===== config.mk =====
export PLATFORM = sky130hd
export DESIGN_NAME = ieb_bank
export DESIGN_NICKNAME = d
export VERILOG_FILES = /design/src/verilog/ieb_pkg.sv /design/src/verilog/ieb_bank.sv
export SDC_FILE = /design/constraint.sdc
export NUM_CORES = 1
export LEC_CHECK = 0
export BUFFER_PORTS_ARGS = -buffer_cell sky130_fd_sc_hd__buf_4
export CAP_MARGIN = 10
export CORE_ASPECT_RATIO = 0.6
export CORE_MARGIN = 10
export CORE_UTILIZATION = 30
export CTS_CLUSTER_SIZE = 30
export DETAILED_ROUTE_END_ITERATION = 10
export PLACE_DENSITY = 0.58
export SLEW_MARGIN = 25
export SYNTH_ARGS = -nofsm -noshare
export SYNTH_HDL_FRONTEND = slang
export SYNTH_SLANG_ARGS = --single-unit

===== constraint.sdc =====
create_clock -name core_clk -period 2.3 [get_ports core_clk]
set_clock_uncertainty 0.2 [all_clocks]
set_input_delay 0.575 -clock core_clk [delete_from_list [all_inputs] [get_ports core_clk]]
set_output_delay 0.575 -clock core_clk [all_outputs]
set_load 0.02 [all_outputs]

===== src/verilog/ieb_pkg.sv =====
// constants and carrier types of the interrupt enable and priority bank
package ieb_pkg;
    // ****************************************
    // register addresses in the core's register space
    // ****************************************
    localparam logic [7:0] ADDR_EN_BASIC = 8'ha8;
    localparam logic [7:0] ADDR_PRI_BASIC = 8'hb8;
    localparam logic [7:0] ADDR_EN_EXT1 = 8'he6;
    localparam logic [7:0] ADDR_EN_EXT2 = 8'he7;
    localparam logic [7:0] ADDR_PRI_EXT1 = 8'hf6;

    // ****************************************
    // reset values and fixed bits
    // ****************************************
    localparam logic [7:0] RST_EN_BASIC = 8'h00;
    localparam logic [7:0] RST_PRI_BASIC = 8'hc0;
    localparam logic [7:0] RST_EN_EXT1 = 8'h00;
    localparam logic [7:0] RST_EN_EXT2 = 8'h00;
    localparam logic [7:0] RST_PRI_EXT1 = 8'h00;
    localparam logic [7:0] PRI_BASIC_ONES = 8'hc0;
    localparam logic [7:0] EXT_STORE_MASK = 8'h7f;
    localparam logic [7:0] BASIC_PRI_STORE_MASK = 8'h3f;

    // ****************************************
    // field positions
    // ****************************************
    localparam int GLOBAL_EN_BIT = 7;
    localparam int SPARE_FLAG_BIT = 6;
    localparam int BASIC_SRC_W = 6;
    localparam int EXT_SRC_W = 7;
    localparam int ADC2_WIN_SRC = 16;
    localparam int ADC2_DONE_SRC = 17;

    // ****************************************
    // sources in arbitration order, and their order numbers
    // ****************************************
    localparam int NUM_SRC = 20;
    localparam int SRC_W = 5;
    localparam logic [SRC_W-1:0] SRC_ORDER [NUM_SRC] = '{
        5'h00, 5'h01, 5'h02, 5'h03, 5'h04, 5'h05, 5'h06, 5'h07, 5'h08, 5'h09,
        5'h0a, 5'h0b, 5'h0c, 5'h0e, 5'h0f, 5'h10, 5'h11, 5'h12, 5'h13, 5'h14};

    // ****************************************
    // response timing in core clock cycles
    // ****************************************
    localparam int DETECT_CYCLES = 1;
    localparam int CALL_CYCLES = 4;
    localparam logic [2:0] CALL_LOAD = 3'(CALL_CYCLES - DETECT_CYCLES - 1);

    // ****************************************
    // carrier types
    // ****************************************
    typedef struct packed {
        logic [7:0] addr;
        logic wr;
        logic rd;
        logic bit_wr;
        logic [2:0] bit_sel;
        logic bit_val;
        logic [7:0] wdata;
    } ieb_sfr_req_t;

    typedef struct packed {
        logic start;
        logic level;
        logic [SRC_W-1:0] src;
        logic [SRC_W-1:0] order;
    } ieb_call_t;

    typedef enum logic [1:0] {
        ST_IDLE = 2'b01,
        ST_CALL = 2'b10
    } ieb_state_t;
endpackage


===== src/verilog/ieb_bank.sv =====
// interrupt enable and priority register bank with two-level arbiter
`timescale 1ns/1ps

// Functional notes
// - global enable low blocks every source regardless of individual masks.
// - global enable high passes a source only when its mask bit is set.
// - bit 6 of basic enable is plain storage with no hardware effect.
// - basic enable bits 5,4,3,1 mask timer2, uart0, timer1, timer0.
// - basic enable bits 2 and 0 mask external pins 1 and 0.
// - basic enable at 0xa8, all pages, bit access, resets to zero.
// - basic priority at 0xb8 mirrors basic enable layout; 1 means high.
// - basic priority top two bits read one, ignore writes; reset 0xc0.
// - first extended enable bit 7 reads zero and ignores writes.
// - first extended enable bits 6..4 mask comparators 2, 1, 0.
// - bits 3..0 mask counter array, adc0 window, smbus, spi0.
// - second extended enable at 0xe7 masks seven sources; bit 7 reserved.
// - adc2 enable bits stay storage when the second converter is absent.
// - first extended priority at 0xf6 holds seven priorities; resets zero.
// - high level preempts low service; high service is never preempted.
// - equal level requests resolve by fixed order, lower number wins.
// - pending requests are sampled and decoded every clock cycle.
// - fastest response is five cycles: one detect, four call.
module ieb_bank
    import ieb_pkg::*;
#(
    parameter bit HAS_ADC2 = 1'b1
) (
    input wire logic core_clk,
    input wire logic srst,
    input wire ieb_sfr_req_t sfr,
    output logic [7:0] sfr_rdata,
    output logic sfr_hit,
    input wire logic [NUM_SRC-1:0] irq_pending,
    input wire logic cpu_accept,
    input wire logic isr_return,
    output ieb_call_t call,
    output logic [NUM_SRC-1:0] req_high,
    output logic [NUM_SRC-1:0] req_low,
    output logic in_service_high,
    output logic in_service_low,
    output logic call_busy
);

    // ****************************************
    // helpers
    // ****************************************

    // replace one bit of a register value
    function automatic logic [7:0] set_bit(input logic [7:0] v, input logic [2:0] sel, input logic val);
        logic [7:0] r;
        r = v;
        r[sel] = val;
        return r;
    endfunction

    // lowest set index wins
    function automatic logic [SRC_W-1:0] first_set(input logic [NUM_SRC-1:0] vec);
        logic [SRC_W-1:0] idx;
        idx = '0;
        for (int i = NUM_SRC - 1; i >= 0; i--) begin
            if (vec[i]) begin
                idx = SRC_W'(i);
            end
        end
        return idx;
    endfunction

    // ****************************************
    // register storage
    // ****************************************
    logic [7:0] en_basic;
    logic [7:0] pri_basic;
    logic [7:0] en_ext1;
    logic [7:0] en_ext2;
    logic [7:0] pri_ext1;
    logic bit_basic;

    // bit access only reaches the two basic registers
    assign bit_basic = sfr.bit_wr && (sfr.addr == ADDR_EN_BASIC || sfr.addr == ADDR_PRI_BASIC);

    // basic enable: every bit plain read/write, spare flag included
    always_ff @(posedge core_clk) begin
        if (srst) begin
            en_basic <= RST_EN_BASIC;
        end else if (sfr.wr && sfr.addr == ADDR_EN_BASIC) begin
            en_basic <= sfr.wdata;
        end else if (bit_basic && sfr.addr == ADDR_EN_BASIC) begin
            en_basic <= set_bit(en_basic, sfr.bit_sel, sfr.bit_val);
        end
    end

    // basic priority: top two bits are not stored
    always_ff @(posedge core_clk) begin
        if (srst) begin
            pri_basic <= RST_PRI_BASIC & BASIC_PRI_STORE_MASK;
        end else if (sfr.wr && sfr.addr == ADDR_PRI_BASIC) begin
            pri_basic <= sfr.wdata & BASIC_PRI_STORE_MASK;
        end else if (bit_basic && sfr.addr == ADDR_PRI_BASIC) begin
            pri_basic <= set_bit(pri_basic, sfr.bit_sel, sfr.bit_val) & BASIC_PRI_STORE_MASK;
        end
    end

    // first extended enable: reserved top bit never stored, so it reads zero
    always_ff @(posedge core_clk) begin
        if (srst) begin
            en_ext1 <= RST_EN_EXT1;
        end else if (sfr.wr && sfr.addr == ADDR_EN_EXT1) begin
            en_ext1 <= sfr.wdata & EXT_STORE_MASK;
        end
    end

    // second extended enable: reserved top bit never stored
    always_ff @(posedge core_clk) begin
        if (srst) begin
            en_ext2 <= RST_EN_EXT2;
        end else if (sfr.wr && sfr.addr == ADDR_EN_EXT2) begin
            en_ext2 <= sfr.wdata & EXT_STORE_MASK;
        end
    end

    // first extended priority: reserved top bit never stored
    always_ff @(posedge core_clk) begin
        if (srst) begin
            pri_ext1 <= RST_PRI_EXT1;
        end else if (sfr.wr && sfr.addr == ADDR_PRI_EXT1) begin
            pri_ext1 <= sfr.wdata & EXT_STORE_MASK;
        end
    end

    // ****************************************
    // register read port
    // ****************************************

    // address decode for the answer
    always_comb begin
        sfr_hit = 1'b0;
        case (sfr.addr)
            ADDR_EN_BASIC, ADDR_PRI_BASIC, ADDR_EN_EXT1, ADDR_EN_EXT2, ADDR_PRI_EXT1: begin
                sfr_hit = 1'b1;
            end
            default: begin
                sfr_hit = 1'b0;
            end
        endcase
    end

    // read data one cycle after the strobe, zero when unmapped
    always_ff @(posedge core_clk) begin
        if (srst) begin
            sfr_rdata <= 8'h00;
        end else if (sfr.rd) begin
            case (sfr.addr)
                ADDR_EN_BASIC: begin
                    sfr_rdata <= en_basic;
                end
                ADDR_PRI_BASIC: begin
                    sfr_rdata <= pri_basic | PRI_BASIC_ONES;
                end
                ADDR_EN_EXT1: begin
                    sfr_rdata <= en_ext1;
                end
                ADDR_EN_EXT2: begin
                    sfr_rdata <= en_ext2;
                end
                ADDR_PRI_EXT1: begin
                    sfr_rdata <= pri_ext1;
                end
                default: begin
                    sfr_rdata <= 8'h00;
                end
            endcase
        end
    end

    // ****************************************
    // request gating and level routing
    // ****************************************
    logic [NUM_SRC-1:0] mask_vec;
    logic [NUM_SRC-1:0] pri_vec;
    logic [NUM_SRC-1:0] src_present;
    logic [NUM_SRC-1:0] gated;

    // mask vector in arbitration order; spare flag bit left out
    assign mask_vec = {en_ext2[EXT_SRC_W-1:0], en_ext1[EXT_SRC_W-1:0], en_basic[BASIC_SRC_W-1:0]};
    // second extended priority register absent: those sources run low
    assign pri_vec = {{EXT_SRC_W{1'b0}}, pri_ext1[EXT_SRC_W-1:0], pri_basic[BASIC_SRC_W-1:0]};

    // adc2 sources detached when the converter is absent
    always_comb begin
        src_present = '1;
        src_present[ADC2_WIN_SRC] = HAS_ADC2;
        src_present[ADC2_DONE_SRC] = HAS_ADC2;
    end

    assign gated = irq_pending & mask_vec & src_present & {NUM_SRC{en_basic[GLOBAL_EN_BIT]}};

    // detect stage, sampled each cycle
    // this register is the one detect cycle of the response
    always_ff @(posedge core_clk) begin
        if (srst) begin
            req_high <= '0;
            req_low <= '0;
        end else begin
            req_high <= gated & pri_vec;
            req_low <= gated & ~pri_vec;
        end
    end

    // ****************************************
    // arbitration and call sequencing
    // ****************************************
    ieb_state_t state;
    logic [2:0] call_cnt;
    logic high_ok;
    logic low_ok;
    logic entering;
    logic next_level;
    logic [SRC_W-1:0] next_src;

    // start cycle: the service flag only rises at the next edge, so no pick now
    // without this a source still pending would be called a second time
    assign entering = call.start;

    // high waits only on high service; low waits on any service
    assign high_ok = (|req_high) && !in_service_high && !entering;
    assign low_ok = (|req_low) && !in_service_high && !in_service_low && !entering;
    assign call_busy = (state == ST_CALL);

    // winner: high group first, fixed order inside a group
    always_comb begin
        next_level = 1'b0;
        next_src = '0;
        if (high_ok) begin
            next_level = 1'b1;
            next_src = first_set(req_high);
        end else if (low_ok) begin
            next_level = 1'b0;
            next_src = first_set(req_low);
        end
    end

    // pick a winner, then count out the call
    // selection is frozen once counting starts
    always_ff @(posedge core_clk) begin
        if (srst) begin
            state <= ST_IDLE;
            call_cnt <= 3'h0;
            call <= '0;
        end else begin
            call.start <= 1'b0;
            case (state)
                ST_IDLE: begin
                    if (cpu_accept && (high_ok || low_ok)) begin
                        call.level <= next_level;
                        call.src <= next_src;
                        call.order <= SRC_ORDER[next_src];
                        call_cnt <= CALL_LOAD;
                        state <= ST_CALL;
                    end
                end
                ST_CALL: begin
                    if (call_cnt == 3'h0) begin
                        call.start <= 1'b1;
                        state <= ST_IDLE;
                    end else begin
                        call_cnt <= call_cnt - 3'h1;
                    end
                end
                default: begin
                    state <= ST_IDLE;
                end
            endcase
        end
    end

    // ****************************************
    // in-service tracking
    // ****************************************

    // return ends the highest active level; a new entry wins over it
    // a start and a return in one cycle leave the new level set
    always_ff @(posedge core_clk) begin
        if (srst) begin
            in_service_high <= 1'b0;
            in_service_low <= 1'b0;
        end else begin
            if (isr_return) begin
                if (in_service_high) begin
                    in_service_high <= 1'b0;
                end else begin
                    in_service_low <= 1'b0;
                end
            end
            if (call.start && call.level) begin
                in_service_high <= 1'b1;
            end
            if (call.start && !call.level) begin
                in_service_low <= 1'b1;
            end
        end
    end

endmodule


==> impl_metrics.json, run 1 <==
{
  "outcome": "finished, violations left",
  "violations": "setup timing",
  "syn_area_sq_um": 4690,
  "ys_types": 63,
  "critPathKind": "reg2reg",
  "die_x_um": 181,
  "fmax_ghz": 0.402,
  "worstSetupEndpointType": "flip-flop",
  "dp_hpwl_um": 14300,
  "placedInstanceArea_sq_um": 6340,
  "syn_to_final_growth_pct": 46.6,
  "start_kind": "flip-flop",
  "design.core.area_sq_um": 15300,
  "antenna_found_initial": 0,
  "slew_headroom_pct": 63.4,
  "required_ns": 2.35,
  "drt-total-wl_um": 17900,
  "place.gp.congestion": 0.961,
  "io_pins": 111,
  "antenna_cells": 0,
  "cap_violations": 0,
  "cp_max_fo": 3,
  "worstPathArrival_ns": 2.54,
  "cts.sinks": 95,
  "layout-drive-gt1-share_pct": 39.7,
  "layout_min_cycle_time_ns": 2.49,
  "hold_violations": 0,
  "rsz0062_at_grt": "true",
  "synthFlopType": "dfxtp_1",
  "final_util_pct": 44.9,
  "overflow": 0,
  "finalWorstSetupSlack_ns": -0.188,
  "drt_iter0_markers": 432,
  "cts_tree": "yes",
  "die_area_sq_um": 21200,
  "nNetsFinal": 788,
  "grt_pass1_vias": 4900,
  "port_buffers": 103,
  "power.density_nw_per_um2": 529,
  "cts_root_buf": "clkbuf_16",
  "synth_cells": 551,
  "clkTransAtPathRegs_ns": 0.07,
  "wl_per_cell_um": 19.0,
  "rows": 35,
  "numCtsBuffers": 9,
  "yosys_warnings": 0,
  "vdd.ir_drop.worst_uv": 259,
  "synthArstFlopShare_pct": 0,
  "detail-route-antenna-nets": 0,
  "hold_ws_ns": 0.238,
  "drc_errors": 0,
  "drt_pass1_iterations": 6,
  "p_leak_nw": 2.96,
  "via_count": 4844,
  "die_y_um": 117,
  "drv_slew": 0,
  "n_fill_cell": 1491,
  "tightest_slew_ns": 0.550,
  "yosysSeqAreaShare_pct": 40.5,
  "viasPerCell": 5.13,
  "cts_htree_levels": 3,
  "yosys_register_bits": 95,
  "fin_crit_sh_pct": 108,
  "grt_pass1_wl_um": 27700,
  "min_path_type": "reg2reg",
  "setup_viol": 6,
  "clk_path_buf_depth": 2,
  "groute.usage.overall_pct": 16.6,
  "synth_edf_count": 0,
  "grt_max_degree": 52,
  "design_area_sq_um": 6880,
  "start_util_pct": 30.6,
  "avgSynthCellArea_sq_um": 8.51,
  "totalPowerFinal_w": 0.00364,
  "clkLatencyLatePin_ns": 0.35
}
[area by class of cell]
type	instances	area, sq um	area share [%]
Inverter	32	120	1.75
Timing Repair Buffer	199	1530	22.2
Clock buffer	10	239	3.47
Sequential cell	95	1920	27.9
Clock inverter	6	106	1.55
Tap cell	203	254	3.69
Multi-Input combinational cell	399	2710	39.5
[flip-flops by register name, indices dropped and copies added (netlist names)]
name,flops
sfr_rdata,8
state,2
in_service_high,1
call,11
pri_basic,6
en_basic,8
en_ext1,7
req_high,13
call_cnt,3
entering,1
pri_ext1,7
en_ext2,7
req_low,20
in_service_low,1
[cells by family after synthesis]
family	share of synthesized area, %
xor+xnor	0.187
buf+inv	5.97
other cells	0.0799
flops	40.5
simple gates	29.8
mux	7.68
fa+ha+maj	1.33
compound gates	14.4
[placed cells by master (no fill, tap or decap), drive strengths merged, types with 5 or more instances in the layout]
cell type    n
nor4        12
o21ai       12
inv         33
conb         7
nor3        16
nand2       36
nand2b      10
a311oi       6
buf        199
clkbuf      10
or4          8
a31oi        7
dfxtp       95
and3         8
a211oi      20
mux2         8
mux2i       27
nand3       28
nor2       117
ha           5
a21oi       24
[report_power, final]
| group | internal [W] | total, W | switching (W) |
|---|---|---|---|
| Combinational | 0.0000968 | 0.000230 | 0.000133 |
| Clock | 0.00109 | 0.00176 | 0.000668 |
| Sequential | 0.00165 | 0.00165 | 0.00000416 |
[worst paths after layout]
path               startpoint       end  slack [ns]  cells past startpoint
hold / removal    call_cnt[2]  entering        0.24                      1
setup / recovery  req_high[6]   call[1]       -0.19                      9
setup reg to reg  req_high[6]   call[1]       -0.19                      9
hold reg to reg   call_cnt[2]  entering        0.24                      1
[stage by stage]
stage	std cells	TNS (ns)	worst slack [ns]
2_1_floorplan	557	-1.13	-0.235
3_3_place_gp	922	-3.40	-0.202
3_5_place_dp	922	-4.16	-0.277
4_1_cts	943	-1.05	-0.238
5_1_grt	944	-1.59	-0.331
6_report	944	-0.836	-0.188
[cell usage after synthesis (4+ instances only)]
cell type    n  area share, %
nor2_1     110            8.8
dfxtp_1     95             41
nand2_1     35            2.8
inv_1       31            2.5
nand3_1     28            3.0
mux2i_1     27            5.8
a21oi_1     24            2.6
a211oi_1    20            3.2
clkbuf_1    18            1.4
nor3_1      15            1.6
nand2b_1    10            1.3
o21ai_0     10            1.1
buf_4        9            1.4
and3_1       8            1.1
mux2_2       8            1.9
a31oi_1      7           0.93
a311oi_2     5            1.6
ha_1         5            1.3
nor2_4       5            1.2
nor4_2       5            1.3
or4_4        5            1.2
a222oi_1     4           0.85
nand4_1      4           0.53
nor4_4       4            1.8
or3_1        4           0.53
[metal layers]
layer / global-route usage, % / up-vias / wire, um / share of wire, %
met5: 0 / - / 0 / 0
met4: 3.51 / 0 / 169 / 0.94
met3: 6.05 / 21 / 1870 / 10
met2: 23.2 / 214 / 7070 / 40
met1: 23.6 / 2293 / 8790 / 49
li1: - / 2316 / - / -
[critical path: stages, from the launching register on]
cell and delay [ns]:
dfxtp_2 0.32, or4_4 0.54, nor4_4 0.29, or4_4 0.18, nor3_1 0.05, a31oi_2 0.21, inv_2 0.10, ha_4 0.27
nand4b_1 0.12, o311ai_2 0.12
[what timing repair did]
item / in CTS / in global routing
pin swaps: 6 / 10
buffers inserted: 5 / 1
endpoints found under the setup margin: 7 / 16
resized for setup: 8 / 21
cloned: 0 / 0
hold buffers: 0 / 0
(Power assumes the default switching activity.)
==> inputs of run 2 (changes only) <==
ABC_CLOCK_PERIOD_IN_PS = 2300   (was not set)
PLACE_DENSITY = 0.57   (was 0.58)
TNS_END_PERCENT = 30   (was not set)
==> run 2 against run 1 <==
  * The run still ends with setup timing left
  * Final cell count is 0.64% higher
  * Fmax shrank 0.83%
  * Sequential share of layout area rose by 0.16 points
  * Routed wire length rose by 1.4%
  * First-iteration DRC count rose by 0.46%
  * Total power is 4.5% lower
  * Setup slack worse by 0.021 ns
  * Via count rose by 0.83%
  * Die area stayed put
  * Register-to-register slack got worse by 0.02 ns
  * Critical path type unchanged
==> impl_metrics.json, run 2 (synthesis results as in run 1) <==
{
  "power_switching_w": 0.000866,
  "p_clk_share_pct": 46.0,
  "via_count": 4884,
  "clk_path_buf_depth": 2,
  "overflow": 0,
  "layout-drive-gt1-share_pct": 39.4,
  "start_kind": "flip-flop",
  "drt-total-wl_um": 18200,
  "port_buffers": 103,
  "drc_errors": 0,
  "dp_hpwl_um": 14600,
  "layout_min_cycle_time_ns": 2.51,
  "grt_pass1_vias": 4874,
  "tightest_slew_ns": 0.503,
  "most-common-layout-cells": "buf_4 (201), nor2_1 (108), dfxtp_1 (86), nand2_1 (35), inv_1 (29)",
  "placedInstanceArea_sq_um": 6370,
  "worstSetupEndpointType": "flip-flop",
  "slew_headroom_pct": 66.4,
  "final_common_cell": "buf_4",
  "rows": 35,
  "grt_max_degree": 48,
  "grt_pass1_wl_um": 28200,
  "hold_violations": 0,
  "power.density_nw_per_um2": 508,
  "largest_register_ffs": 20,
  "vdd.ir_drop.worst_uv": 281,
  "n_fill_cell": 1500,
  "die_y_um": 117,
  "syn_to_final_growth_pct": 45.8,
  "ctsHoldBuffers": 0,
  "numCtsBuffers": 9,
  "clkTransAtPathRegs_ns": 0.07,
  "rsz0062_at_grt": "true",
  "cts_tree": "yes",
  "start_util_pct": 30.6,
  "top_regs": "req_low (20), req_high (13), call (11)",
  "worstPathArrival_ns": 2.58,
  "drt_pass1_iterations": 5,
  "outcome": "finished, violations left",
  "regMostFlops": "req_low",
  "cts_htree_levels": 3,
  "fmax_ghz": 0.399,
  "drv_slew": 0,
  "design.core.area_sq_um": 15300,
  "setup_viol": 6,
  "place.gp.congestion": 0.939,
  "nNetsFinal": 794,
  "io_pins": 111,
  "viasPerCell": 5.14,
  "violations": "setup timing",
  "power_frac_comb_pct": 6.5,
  "dp_cells": 930,
  "min_path_type": "reg2reg",
  "cp_max_fo": 3,
  "p_int_w": 0.00261,
  "die_area_sq_um": 21200,
  "drt_iter0_markers": 434,
  "critPathKind": "reg2reg",
  "cts.sinks": 95,
  "switching_share_pct": 24.9,
  "cap_violations": 0,
  "stdcell_count": 950,
  "groute.usage.overall_pct": 17.1,
  "finalWorstSetupSlack_ns": -0.209,
  "antenna_found_initial": 0,
  "design_area_sq_um": 6840,
  "p_leak_nw": 2.94,
  "required_ns": 2.37,
  "clkLatencyLatePin_ns": 0.35,
  "die_x_um": 181,
  "cts_root_buf": "clkbuf_16",
  "wl_per_cell_um": 19.1,
  "power_frac_seq_pct": 47.5,
  "antenna_cells": 0,
  "fin_crit_sh_pct": 109,
  "detail-route-antenna-nets": 0
}
## run 2: changes by cell type in the layout (fill, tap and decap cells not counted), moves of 3 or more
| cell | change |
|---|---|
| dfxtp_2 | -3 |
| a211oi_2 | +3 |
| or3_4 | -3 |
| buf_4 | +6 |
| or3_1 | +3 |
| a211oi_1 | -3 |
| nor2_4 | -3 |
## run 2: area by class of cell
| class | count | area [sq um] | area share [%] |
|---|---|---|---|
| Inverter | 32 | 120 | 1.76 |
| Tap cell | 203 | 254 | 3.71 |
| Multi-Input combinational cell | 399 | 2660 | 38.9 |
| Sequential cell | 95 | 1920 | 28.1 |
| Clock buffer | 9 | 225 | 3.29 |
| Clock inverter | 7 | 86.3 | 1.26 |
| Timing Repair Buffer | 205 | 1570 | 23.0 |
## run 2: through the flow
step           worst slack (ns)  total power [W]  TNS [ns]  utilization, %  hold WS [ns]
4_1_cts                  -0.267          0.00350     -1.04            44.1         0.233
6_report                 -0.209          0.00348    -0.995            44.6         0.236
2_1_floorplan            -0.235          0.00180     -1.33               -         0.200
3_5_place_dp             -0.289          0.00191     -3.89            41.6         0.212
5_1_grt                  -0.348          0.00359     -1.89            44.6         0.247
3_3_place_gp             -0.303          0.00191     -3.50            41.6         0.219
## run 2: critical path, stage by stage (launching register included)
cell and delay [ns]:
dfxtp_2 0.33, or4_4 0.55, nor4_4 0.29, or4_4 0.20, a21oi_2 0.05, and2b_2 0.26, inv_2 0.06, ha_4 0.16
a21oi_2 0.11, a21oi_1 0.05, a211oi_1 0.18
## run 2: what timing repair did
item / in CTS / in global routing
setup endpoints to repair: 12 / 17
setup buffers: 4 / 0
resized for setup: 11 / 18
pin swaps: 11 / 15
gates cloned: 0 / 0
## run 2: power by group through the flow
stage | Clock [W] | Sequential (W) | Combinational (W)
3_3_place_gp | 0 | 0.00169 | 0.000220
3_5_place_dp | 0 | 0.00169 | 0.000222
5_1_grt | 0.00169 | 0.00165 | 0.000243
6_report | 0.00160 | 0.00165 | 0.000226
4_1_cts | 0.00162 | 0.00165 | 0.000223
2_1_floorplan | 0 | 0.00170 | 0.000103
## run 2: path summary, 6_finish.rpt
check	from	to	slack [ns]	cells past startpoint
setup / recovery	req_high[5]	call[2]	-0.21	10
hold / removal	call_cnt[2]	entering	0.24	1
setup reg to reg	req_high[5]	call[2]	-0.21	10
hold reg to reg	call_cnt[2]	entering	0.24	1
## run 2: metal layers
layer  part of all wire, %  global-route usage [%]  routed length [um]  vias up
met3                    10                    6.39                1810       13
met4                  0.70                    3.24                 127        0
met5                     0                       0                   0        -
met1                    52                    25.3                9350     2337
met2                    38                    22.6                6860      198
li1                      -                       -                   -     2336
